### config.mk
export PLATFORM = sky130hd
export DESIGN_NAME = ptb_time_base
export DESIGN_NICKNAME = d
export VERILOG_FILES = /design/src/core/ptb_pkg.sv /design/src/core/ptb_time_base.sv
export SDC_FILE = /design/constraint.sdc
export NUM_CORES = 1
export LEC_CHECK = 0
export ABC_AREA = 1
export BUFFER_PORTS_ARGS = -buffer_cell sky130_fd_sc_hd__buf_2
export CAP_MARGIN = 20
export CORE_MARGIN = 2
export CORE_UTILIZATION = 35
export CTS_BUF_LIST = sky130_fd_sc_hd__clkbuf_4 sky130_fd_sc_hd__clkbuf_8
export DETAILED_ROUTE_END_ITERATION = 8
export GPL_ROUTABILITY_DRIVEN = 0
export HOLD_SLACK_MARGIN = 0.12
export SYNTH_ARGS = -nofsm -noshare
export SYNTH_HDL_FRONTEND = slang
export SYNTH_SLANG_ARGS = --single-unit
### constraint.sdc
create_clock -name hclk -period 4.17 [get_ports hclk]
set_input_delay 0.2085 -clock hclk [delete_from_list [all_inputs] [get_ports hclk]]
set_output_delay 0.2085 -clock hclk [all_outputs]
set_load 0.01 [all_outputs]
### src/core/ptb_pkg.sv
package ptb_pkg;

  // ==========================================================
  // Register map (byte addresses)
  localparam logic [7:0] PTB_CTRL_OFS = 8'h00;
  localparam logic [7:0] PTB_STAT_OFS = 8'h04;
  localparam logic [7:0] PTB_CNT_OFS = 8'h08;

  // ==========================================================
  // Control field positions
  localparam int PTB_SRC_BIT = 0;
  localparam int PTB_DIV_LSB = 1;
  localparam int PTB_RLOW_BIT = 5;
  localparam int PTB_RHIGH_BIT = 6;
  localparam int PTB_BYP_BIT = 7;
  localparam int PTB_HOLDN_BIT = 8;
  localparam logic [8:0] PTB_CTRL_RST = 9'h100;

  // ==========================================================
  // Special division codes
  localparam logic [3:0] PTB_CODE_PASS = 4'h0;
  localparam logic [3:0] PTB_CODE_LOW_A = 4'hc;
  localparam logic [3:0] PTB_CODE_LOW_B = 4'hd;
  localparam logic [3:0] PTB_CODE_EXT = 4'hf;

  // ==========================================================
  // First stage and timing
  localparam logic [3:0] PTB_DEC_MAX = 4'h9;
  localparam logic [31:0] PTB_DEC_RATIO = 32'd10;
  localparam int PTB_CLK_NS = 100;
  localparam int PTB_RESET_MIN_NS = 10000;
  localparam int PTB_RESET_MIN_CYC =
    (PTB_RESET_MIN_NS + PTB_CLK_NS - 1) / PTB_CLK_NS;
  localparam int PTB_CLK_KHZ = 1000000 / PTB_CLK_NS;
  localparam int PTB_OSC_KHZ = 1000;
  localparam int PTB_OSC_HALF_CYC = PTB_CLK_KHZ / (2 * PTB_OSC_KHZ);

  // Control register as one carrier
  typedef struct packed {
    logic hold_n;
    logic bypass;
    logic reset_high;
    logic reset_low;
    logic [3:0] div_sel;
    logic source_select;
  } ptb_ctrl_s;

endpackage

### src/core/ptb_time_base.sv
`timescale 1ns/1ps
module ptb_time_base
  import ptb_pkg::*;
#(
  parameter logic [15:0][31:0] DIV_TABLE = {
    32'd1, 32'd1, 32'd1, 32'd1, 32'd3600000000, 32'd600000000,
    32'd60000000, 32'd100000000, 32'd10000000, 32'd1000000,
    32'd100000, 32'd10000, 32'd1000, 32'd100, 32'd10, 32'd1},
  parameter int OSC_HALF = PTB_OSC_HALF_CYC
) (
  // Clock and reset
  input wire logic hclk,
  input wire logic hresetn,
  // AHB-Lite slave
  input wire logic hsel,
  input wire logic [31:0] haddr,
  input wire logic [1:0] htrans,
  input wire logic hwrite,
  input wire logic [2:0] hsize,
  input wire logic [31:0] hwdata,
  input wire logic hready,
  output logic hreadyout,
  output logic [31:0] hrdata,
  output logic hresp,
  // Pins
  input wire logic external_clock_input,
  output logic time_base_out,
  output logic oscillator_monitor
);

  // ==========================================================
  // Bus slave: zero wait states, always OKAY
  ptb_ctrl_s ctl_ff, nxt_ctl;
  logic wr_pend_ff, nxt_wr_pend;
  logic [7:0] wr_addr_ff, nxt_wr_addr;
  logic [31:0] rdata_ff, nxt_rdata;
  logic addr_ok;
  logic [3:0] dec_ff, nxt_dec;
  logic [31:0] up_ff, nxt_up;
  logic osc_ff, nxt_osc;
  logic tb_ff, nxt_tb;

  assign addr_ok = hsel && htrans[1] && hready;
  assign hreadyout = 1'b1;
  assign hresp = 1'b0;
  assign hrdata = rdata_ff;

  // Address phase capture, write in data phase, read data registered
  always_comb begin
    nxt_wr_pend = addr_ok && hwrite;
    nxt_wr_addr = wr_addr_ff;
    nxt_rdata = rdata_ff;
    nxt_ctl = ctl_ff;
    if (addr_ok) begin
      nxt_wr_addr = haddr[7:0];
      unique case ({haddr[31:8], haddr[7:0]} == {24'h0, PTB_CTRL_OFS} ?
                   2'd0 : haddr[31:0] == {24'h0, PTB_STAT_OFS} ? 2'd1 :
                   haddr[31:0] == {24'h0, PTB_CNT_OFS} ? 2'd2 : 2'd3)
        2'd0: nxt_rdata = {23'h0, ctl_ff};
        2'd1: nxt_rdata = {26'h0, dec_ff, osc_ff, tb_ff};
        2'd2: nxt_rdata = up_ff;
        default: nxt_rdata = 32'h0;
      endcase
    end
    if (wr_pend_ff && wr_addr_ff == PTB_CTRL_OFS) begin
      nxt_ctl = ptb_ctrl_s'(hwdata[8:0]);
    end
  end

  // Bus registers; hsize ignored, only whole words are used
  always_ff @(posedge hclk or negedge hresetn) begin
    if (!hresetn) begin
      wr_pend_ff <= 1'b0;
      wr_addr_ff <= 8'h00;
      rdata_ff <= 32'h0;
      ctl_ff <= ptb_ctrl_s'(PTB_CTRL_RST);
    end else begin
      wr_pend_ff <= nxt_wr_pend;
      wr_addr_ff <= nxt_wr_addr;
      rdata_ff <= nxt_rdata;
      ctl_ff <= nxt_ctl;
    end
  end

  // ==========================================================
  // Reset pulse stretchers: a short software pulse still lasts 10 us
  logic [1:0] rq_prev_ff, nxt_rq_prev;
  logic [1:0][7:0] str_ff, nxt_str;
  logic [1:0] rq_lvl;
  logic rst_low, rst_high;

  assign rq_lvl = {ctl_ff.reset_high, ctl_ff.reset_low};

  always_comb begin
    nxt_rq_prev = rq_lvl;
    for (int i = 0; i < 2; i++) begin
      if (rq_lvl[i] && !rq_prev_ff[i]) begin
        nxt_str[i] = 8'(PTB_RESET_MIN_CYC - 1);
      end else if (str_ff[i] != 8'h00) begin
        nxt_str[i] = str_ff[i] - 8'h01;
      end else begin
        nxt_str[i] = 8'h00;
      end
    end
  end

  always_ff @(posedge hclk or negedge hresetn) begin
    if (!hresetn) begin
      rq_prev_ff <= 2'b00;
      str_ff <= '0;
    end else begin
      rq_prev_ff <= nxt_rq_prev;
      str_ff <= nxt_str;
    end
  end

  // Level while held, plus the stretch; low wins over high
  assign rst_low = rq_lvl[0] || str_ff[0] != 8'h00;
  assign rst_high = !rst_low && (rq_lvl[1] || str_ff[1] != 8'h00);

  // ==========================================================
  // Internal oscillator model, parked low while held
  logic [15:0] ph_ff, nxt_ph;

  always_comb begin
    nxt_ph = ph_ff;
    nxt_osc = osc_ff;
    if (!ctl_ff.hold_n) begin
      nxt_ph = 16'h0;
      nxt_osc = 1'b0;
    end else if (ph_ff == 16'(OSC_HALF - 1)) begin
      nxt_ph = 16'h0;
      nxt_osc = !osc_ff;
    end else begin
      nxt_ph = ph_ff + 16'h1;
    end
  end

  always_ff @(posedge hclk or negedge hresetn) begin
    if (!hresetn) begin
      ph_ff <= 16'h0;
      osc_ff <= 1'b0;
    end else begin
      ph_ff <= nxt_ph;
      osc_ff <= nxt_osc;
    end
  end

  assign oscillator_monitor = osc_ff;

  // ==========================================================
  // Source mux and falling-edge tick
  logic src_lvl, src_prev_ff, tick;

  assign src_lvl = ctl_ff.source_select ? external_clock_input : osc_ff;
  assign tick = src_prev_ff && !src_lvl;

  always_ff @(posedge hclk or negedge hresetn) begin
    if (!hresetn) begin
      src_prev_ff <= 1'b0;
    end else begin
      src_prev_ff <= src_lvl;
    end
  end

  // ==========================================================
  // Per-code limits for the upper stage
  logic [15:0][31:0] lim_dec;
  logic [15:0] dec_ok;

  for (genvar g = 0; g < 16; g++) begin : g_lim
    assign dec_ok[g] = DIV_TABLE[g] >= PTB_DEC_RATIO;
    assign lim_dec[g] = dec_ok[g] ? DIV_TABLE[g] / PTB_DEC_RATIO
                                  : DIV_TABLE[g];
  end

  logic use_dec;
  logic [31:0] lim;

  // Bypass drops the decade stage, so the ratio shrinks tenfold
  assign use_dec = dec_ok[ctl_ff.div_sel] && !ctl_ff.bypass;
  assign lim = dec_ok[ctl_ff.div_sel] ? lim_dec[ctl_ff.div_sel]
                                      : DIV_TABLE[ctl_ff.div_sel];

  // ==========================================================
  // Divider chain: decade stage gates the synchronous upper stage
  always_comb begin
    nxt_dec = dec_ff;
    nxt_up = up_ff;
    if (rst_low) begin
      nxt_dec = 4'h0;
      nxt_up = 32'h0;
    end else if (rst_high) begin
      nxt_dec = use_dec ? PTB_DEC_MAX : 4'h0;
      nxt_up = lim - 32'h1;
    end else if (tick) begin
      if (use_dec && dec_ff != PTB_DEC_MAX) begin
        nxt_dec = dec_ff + 4'h1;
      end else begin
        nxt_dec = 4'h0;
        nxt_up = (up_ff >= lim - 32'h1) ? 32'h0 : up_ff + 32'h1;
      end
    end
  end

  always_ff @(posedge hclk or negedge hresetn) begin
    if (!hresetn) begin
      dec_ff <= 4'h0;
      up_ff <= 32'h0;
    end else begin
      dec_ff <= nxt_dec;
      up_ff <= nxt_up;
    end
  end

  // ==========================================================
  // Output: high in the upper half, so the wrap is the falling edge
  logic div_lvl;

  always_comb begin
    if (lim <= 32'h1) begin
      div_lvl = use_dec ? dec_ff >= 4'h5 : src_lvl;
    end else begin
      div_lvl = up_ff >= (lim >> 1);
    end
    unique case (ctl_ff.div_sel)
      PTB_CODE_PASS: nxt_tb = src_lvl;
      PTB_CODE_LOW_A, PTB_CODE_LOW_B: nxt_tb = 1'b0;
      PTB_CODE_EXT: nxt_tb = external_clock_input;
      default: nxt_tb = div_lvl;
    endcase
  end

  always_ff @(posedge hclk or negedge hresetn) begin
    if (!hresetn) begin
      tb_ff <= 1'b0;
    end else begin
      tb_ff <= nxt_tb;
    end
  end

  // Consumers use the falling edge; rising edge may shift on code change
  assign time_base_out = tb_ff;

  // ==========================================================
  // Checks
  logic quiet;
  assign quiet = !rst_low && !rst_high;

  chk_ext_advance: assert property (
    @(posedge hclk) disable iff (!hresetn)
    (ctl_ff.source_select && src_prev_ff && !external_clock_input
     && quiet && use_dec) |=> (dec_ff != $past(dec_ff)))
    else $error("external falling edge did not advance");

  chk_osc_source: assert property (
    @(posedge hclk) disable iff (!hresetn)
    (!ctl_ff.source_select && $stable(ctl_ff.source_select)
     && $fell(osc_ff) && quiet && use_dec)
    |=> (dec_ff != $past(dec_ff)))
    else $error("oscillator falling edge did not advance");

  chk_reset_low: assert property (
    @(posedge hclk) disable iff (!hresetn)
    rst_low |=> (dec_ff == 4'h0 && up_ff == 32'h0))
    else $error("counters not cleared by reset-to-lowest");

  chk_reset_high: assert property (
    @(posedge hclk) disable iff (!hresetn)
    (rst_high && $stable(ctl_ff)) |=> (up_ff == $past(lim) - 32'h1))
    else $error("counters not loaded by reset-to-highest");

  chk_max_falls: assert property (
    @(posedge hclk) disable iff (!hresetn)
    (quiet && tick && lim > 32'h1 && up_ff == lim - 32'h1
     && (!use_dec || dec_ff == PTB_DEC_MAX) && $stable(ctl_ff)
     && ctl_ff.div_sel != PTB_CODE_PASS && ctl_ff.div_sel != PTB_CODE_EXT)
    |=> ##1 !time_base_out)
    else $error("no falling output after maximum state");

  chk_pass_zero: assert property (
    @(posedge hclk) disable iff (!hresetn)
    (ctl_ff.div_sel == PTB_CODE_PASS) |=> (time_base_out == $past(src_lvl)))
    else $error("code zero did not pass source");

  chk_force_low: assert property (
    @(posedge hclk) disable iff (!hresetn)
    (ctl_ff.div_sel == PTB_CODE_LOW_A || ctl_ff.div_sel == PTB_CODE_LOW_B)
    |=> !time_base_out)
    else $error("output not forced low");

  chk_ext_pass: assert property (
    @(posedge hclk) disable iff (!hresetn)
    (ctl_ff.div_sel == PTB_CODE_EXT)
    |=> (time_base_out == $past(external_clock_input)))
    else $error("external input not passed");

  chk_hold_park: assert property (
    @(posedge hclk) disable iff (!hresetn)
    !ctl_ff.hold_n |=> (!oscillator_monitor && ph_ff == 16'h0))
    else $error("oscillator not parked while held");

  chk_upper_sync: assert property (
    @(posedge hclk) disable iff (!hresetn)
    (quiet && use_dec && dec_ff != PTB_DEC_MAX) |=> $stable(up_ff))
    else $error("upper stage moved without decade carry");

endmodule // ptb_time_base

# == Word level (Yosys, flattened, before mapping) ==
# Memory sizes are Yosys's and may differ from the RTL's.
# Cells that the tools add are included.
# classes
eq_ne,11
n_addsub,6
magnitude_cmp,5
reduce_logical,27
n_mux,30
# op_table
cell,count
32-bit two-way mux,8
32-bit one-hot mux with 3 select lines,1
32-bit by 1-bit adder with 32-bit output (second input constant),1
32-bit by 3-bit equality test with 1-bit output (second input constant),1
32-bit by 4-bit equality test with 1-bit output (second input constant),1
32-bit by 31-bit greater-or-equal comparator with 1-bit output,1
32-bit greater-or-equal comparator,1
32-bit by 1-bit <= comparator with 1-bit output (second input constant),1
32-bit zero test,1
16-bit two-way mux,2
8-bit two-way mux,4
32-bit by 1-bit subtractor with 32-bit output (second input constant),1
4-bit two-way mux,5
16-bit by 1-bit adder with 16-bit output (second input constant),1
16-bit by 3-bit equality test with 1-bit output (second input constant),1
8-bit nonzero test,2
8-bit by 1-bit subtractor with 8-bit output (second input constant),2
4-bit equality test (second input constant),3
1-bit logical AND,10
8-bit zero test,1
1-bit two-way mux,7
1-bit zero test,6
4-bit by 5-bit less-than comparator with 1-bit output (second input constant),1
4-bit by 1-bit adder with 4-bit output (second input constant),1
other kinds (14),16
# word_totals
in_bits,75
word_cells,100
mem_count,3
rom_bits,1040
reg_bits,123
# mem_list
memory,depth,width,rd,rd_clocked_by_memory_dff,write_ports,line_no,source
(name not given),16,32,1,0,0,ptb_time_base.sv:183,: DIV_TABLE[ctl_ff.div_sel];
(name not given),16,32,1,0,0,ptb_time_base.sv:182,assign lim = dec_ok[ctl_ff.div_sel] ? lim_dec[ctl_ff.div_sel]
(name not given),16,1,1,0,0,ptb_time_base.sv:182,

# == Depth between registers and ports, before layout ==
# logic_depth
word_depth,10
mapped_depth,26
depth_no_buf,25

# == Least setup slack after synthesis ==
# OpenSTA, ideal clock, no wires.
# synth_timing
path_type,reg-to-reg
startpoint,register ctl_ff[1] (netlist bit)
endpoint,register up_ff[3]
slack_ns,0.485
period_less_slack_ns,3.685
setup_time_ns,0.121
path_stages_with_launch,25
arrival_time_ns,3.564
cell_sequence,dfrtp_1 > inv_1 > ha_1 > inv_1 > nand2_1 > a21oi_2 > ha_1 > nand2_1 > nor2_4 > nand2_2 > nor2_4 > nand2_4 > inv_1 > nor2_1 > ha_1 > nand2_1 > nor2_1 > nand2_1 > nor3_1 > nand4_1 > nand3_1 > clkbuf_1 > nor2_1 > o21bai_1 > nand2_1
# synth_via
elab_chain_cells,10
word_cells_on_any_way,18
classes_between,add/sub: 1; order compare: 1; eq/ne: 1; mux: 9; reduce/logical: 3; memory: 3
# synth_rtl
item,line_no,source
"start, declared",ptb_time_base.sv:33,"ptb_ctrl_s ctl_ff, nxt_ctl;"
"start signal, assigned",ptb_time_base.sv:76,ctl_ff <= ptb_ctrl_s'(PTB_CTRL_RST);
"start signal, assigned",ptb_time_base.sv:81,ctl_ff <= nxt_ctl;
memory 16 x 32 bit (tied with other cells),--,
32-bit two-way mux (implied by the code) (tied with other cells),ptb_time_base.sv:183,
32-bit two-way mux,ptb_time_base.sv:182,
32-bit by 1-bit subtractor with 32-bit output,"ptb_time_base.sv:195, ptb_time_base.sv:201",
32-bit greater-or-equal comparator,ptb_time_base.sv:201,nxt_up = (up_ff >= lim - 32'h1) ? 32'h0 : up_ff + 32'h1;
32-bit two-way mux,ptb_time_base.sv:201,
32-bit two-way mux,ptb_time_base.sv:197,if (use_dec && dec_ff != PTB_DEC_MAX) begin
32-bit two-way mux,ptb_time_base.sv:196,end else if (tick) begin
32-bit two-way mux,ptb_time_base.sv:193,end else if (rst_high) begin
32-bit two-way mux,ptb_time_base.sv:190,if (rst_low) begin
"end signal, assigned",ptb_time_base.sv:212,up_ff <= nxt_up;
"end, declared",ptb_time_base.sv:39,"logic [31:0] up_ff, nxt_up;"
# Parallel ways exist; a longest one is shown, timed or not. The select of a mux whose other input is x is not followed.
# A chain may end at the register's enable or synchronous reset.

# == Worst setup path after layout ==
# layout_timing
startpoint,register ctl_ff[1] (netlist bit)
endpoint,register up_ff[16]
# The elaborated chain is that of the path after synthesis.

==> results.md <==
- Antenna-violating nets left: 0
- CP Cell Sequence: inv_1 > ha_2 > inv_1 > nand2_1 > nand2_1 > nand2_1 > nand2_1 > nor2_2 > nand3_4 > nor2_1 > nand3_1 > inv_1 > nor2_1 > ha_1 > a21oi_1 > o21ai_0 > nand2_1 > nand3_1 > a21oi_1 > nand3_1 > buf_12 > o21bai_1 > nand3_1 > nand2_1
- Ports: 111
- Clock sinks: 123
- Max Cap Viol: 0
- Most numerous cell in the Yosys netlist: nand2_1
- #FFs+latches synth: 123
- CP endpoint kind: register
- Longest Clk Path Bufs: 2
- Synth cell types: 53
- Pre-CTS setup slack: 0.133 ns
- Seq/Total Area, Yosys: 0.330
- Crit path DAT: 4.23 ns
- Final setup margin: 0.315 ns
- Fill count: 2694
- Area growth from synthesis to layout: 16.9%
- Commonest cells post-synth: nand2_1, inv_1, nor2_1
- Number of global-route vias before repair: 8357
- Area share of fa/ha/maj cells after synthesis: 0.107
- Initial antenna violation count: 0
- Crit path kind: reg -> reg
- Levels on crit path: 24
- CTS tree: yes
- Fin crit period: 3.86 ns
- CP max-delay cell: dfrtp_1
- Synth Area in Simple Gates: 0.334
- Die height: 167 um
- Core ar.: 0.0261 mm2
- Std-Cell Rows: 59
- CP max stage delay: 0.38 ns
- Mux contribution to synthesized area: 0.0109
- Largest cells by area after synthesis: dfrtp_1, nand2_1, ha_1
- Clock latency on the worst-skew pair: 0.45 ns
- DR iter-0 viols: 595
- CTS H-tree lvls: 4
- Post-DP HPWL: 20500 um
- TNS Setup: 0 ns
- Gr ovfl total: 0
- Root cell of the clock tree: clkbuf_8
- Overall power: 0.00410 W
- Fin. max-slew vios: 0
- WL/cell: 14.9 um
- Hold Path Class: in -> async
- IO Port Bufs: 81
- Initial Util: 0.357
- R2R depth: 24
- EDFF count, synth: 0
- Critical Path RT: 4.55 ns
- First-pass GRT wire length: 43200 um
- Critical path fanouts, max: 32
- Delay-heaviest family, CP: simple AND/OR/NAND/NOR gates
- DIE AREA: 0.0280 mm2
- Slew margin rel.: 0.422
- Synth warn: 0
- Final period util: 0.924
- Final hold vios: 0
- Nets: 1580
- GR Util met1: 0.267
- Compound-Gate Fraction of Synth Area: 0.102
- Register area: 0.00308 mm2
- Failing checks: design-rule violations
- Finish-stage setup viols: 0
- Mapped Cells: 1304
- Pleak: 5.40 nW
- Post-Layout Inst Area: 0.0109 mm2
- Hold slack: 0.340 ns
- Max IR drop VDD: 0.000191 V
- Max Clk Rate: 0.259 GHz
- CP bufs+invs: 4
- Multi-input logic area: 0.00557 mm2
- Top Usage Layer GRT: met2
- Clock skew: 0.0187 ns
- Met3 GRT Util: 0.0267
- Main synth FF type: dfrtp_1
- Largest family of logic cells by synthesized area: simple AND/OR/NAND/NOR gates
- DRC: 14
- Synth top area share: 0.327
- CP dominant cell by count: nand2_1
- Inserted Diodes: 0
- Die span in x: 167 um
- Mapped cell area: 0.00933 mm2
- Ys async rst share: 1.00
- Worst-Margin Slew: 0.867 ns
- Worst setup SP type: register
- Placed Area: 0.0102 mm2
- Clock slew at reported path FFs: 0.08 ns
- Met2 usage: 0.308
- Power per cell area: 376 mW/mm2
- Status: finished, violations left
- Leading area contributor after synthesis: dfrtp_1
- Vias: 8808
- Syn Area/Cell: 7.16 um2
- Routed WL: 26500 um
- Initial DRT Pass Iterations: 7
- Gr usage total: 0.192
- Largest net degree at the start of global routing: 58
- Via density: 4.97
- CTS Buf Count: 17
- Share of cells above drive strength 1: 0.145
- Xor/xnor share of the synthesized area: 0.0375
[through the flow]
step / utilization / std cells
after floorplan: - / 1307
after global placement: 0.389 / 1711
after detailed placement: 0.389 / 1711
after CTS: 0.413 / 1763
after global routing: 0.418 / 1773
final: 0.418 / 1773
[cell families after synthesis]
group | Yosys count
XOR/XNOR | 40
buffers and inverters | 179
other | 2
AO/OA/AOI/OAI | 163
adder cells (fa/ha/maj) | 80
AND/OR/NAND/NOR | 708
multiplexers | 9
flip-flops | 123
[what timing repair did]
item,4_1_cts,5_1_grt
setup endpoints to repair,0,32
resized for setup,0,8
setup buffers,0,9
hold buffers,20,0
endpoints found under the hold margin,73,0
[report_power, final]
group          internal (W)  switching (W)  leakage (nW)
Sequential          0.00130      0.0000925          1.64
Clock              0.000678       0.000505         0.225
Combinational      0.000557       0.000964          3.53
Total               0.00254        0.00156          5.40
[per-layer routing]
layer / up-vias / part of all wire
met1: 4055 / 0.48
met3: 37 / 0.049
li1: 4481 / -
met4: 0 / 0.027
met5: - / 0
met2: 235 / 0.44
[cell usage in the layout, fill, tap and decap left out, drive strengths merged, types with 3 or more instances in the layout]
| cell | count |
|---|---|
| o21a | 5 |
| dlygate4sd3 | 20 |
| xnor2 | 5 |
| a31oi | 3 |
| clkbuf | 21 |
| ha | 80 |
| clkinv | 8 |
| bufinv | 4 |
| nor2 | 145 |
| and2 | 6 |
| conb | 5 |
| nand4 | 20 |
| nor3b | 7 |
| nor3 | 41 |
| o22ai | 4 |
| inv | 148 |
| buf | 109 |
| nor4 | 11 |
| o211ai | 7 |
| nand3 | 69 |
| xor2 | 35 |
| a21oi | 42 |
| o31ai | 15 |
| mux2 | 9 |
| o21bai | 15 |
| o21ai | 68 |
| dfrtp | 122 |
| or2 | 4 |
| nand2 | 404 |
[final cells by class]
type	count	share of cell area
Clock buffer	21	0.0242
Clock inverter	11	0.0156
Inverter	149	0.0515
Multi-Input combinational cell	1005	0.510
Sequential cell	123	0.282
Tap cell	335	0.0384
Timing Repair Buffer	129	0.0779
[sequential cells by signal, indices dropped and copies added (netlist names)]
name	count
hrdata	32
up_ff	32
ph_ff	16
str_ff	16
ctl_ff	9
wr_addr_ff	8
dec_ff	4
rq_prev_ff	2
oscillator_monitor	1
src_prev_ff	1
time_base_out	1
wr_pend_ff	1
[worst register-to-register path: stages (launching register included)]
cell	delay, ns
dfrtp_1	0.38
inv_1	0.08
ha_2	0.24
inv_1	0.09
nand2_1	0.07
nand2_1	0.08
nand2_1	0.14
nand2_1	0.09
nor2_2	0.15
nand3_4	0.12
nor2_1	0.27
nand3_1	0.18
inv_1	0.11
nor2_1	0.05
ha_1	0.29
a21oi_1	0.18
o21ai_0	0.10
nand2_1	0.06
nand3_1	0.08
a21oi_1	0.26
nand3_1	0.18
buf_12	0.20
o21bai_1	0.21
nand3_1	0.10
nand2_1	0.08
[path summary, 6_finish.rpt]
path                       slack [ns]      start             to
max in group asynchronous        2.86    hresetn      up_ff[21]
hold / removal                   0.34    hresetn       ph_ff[7]
hold reg to reg                  0.48  ctl_ff[6]  rq_prev_ff[1]
setup reg to reg                 0.31  ctl_ff[1]      up_ff[16]
setup / recovery                 0.31  ctl_ff[1]      up_ff[16]
min in group hclk                0.43  htrans[1]     wr_pend_ff
(Power assumes the default switching activity.)
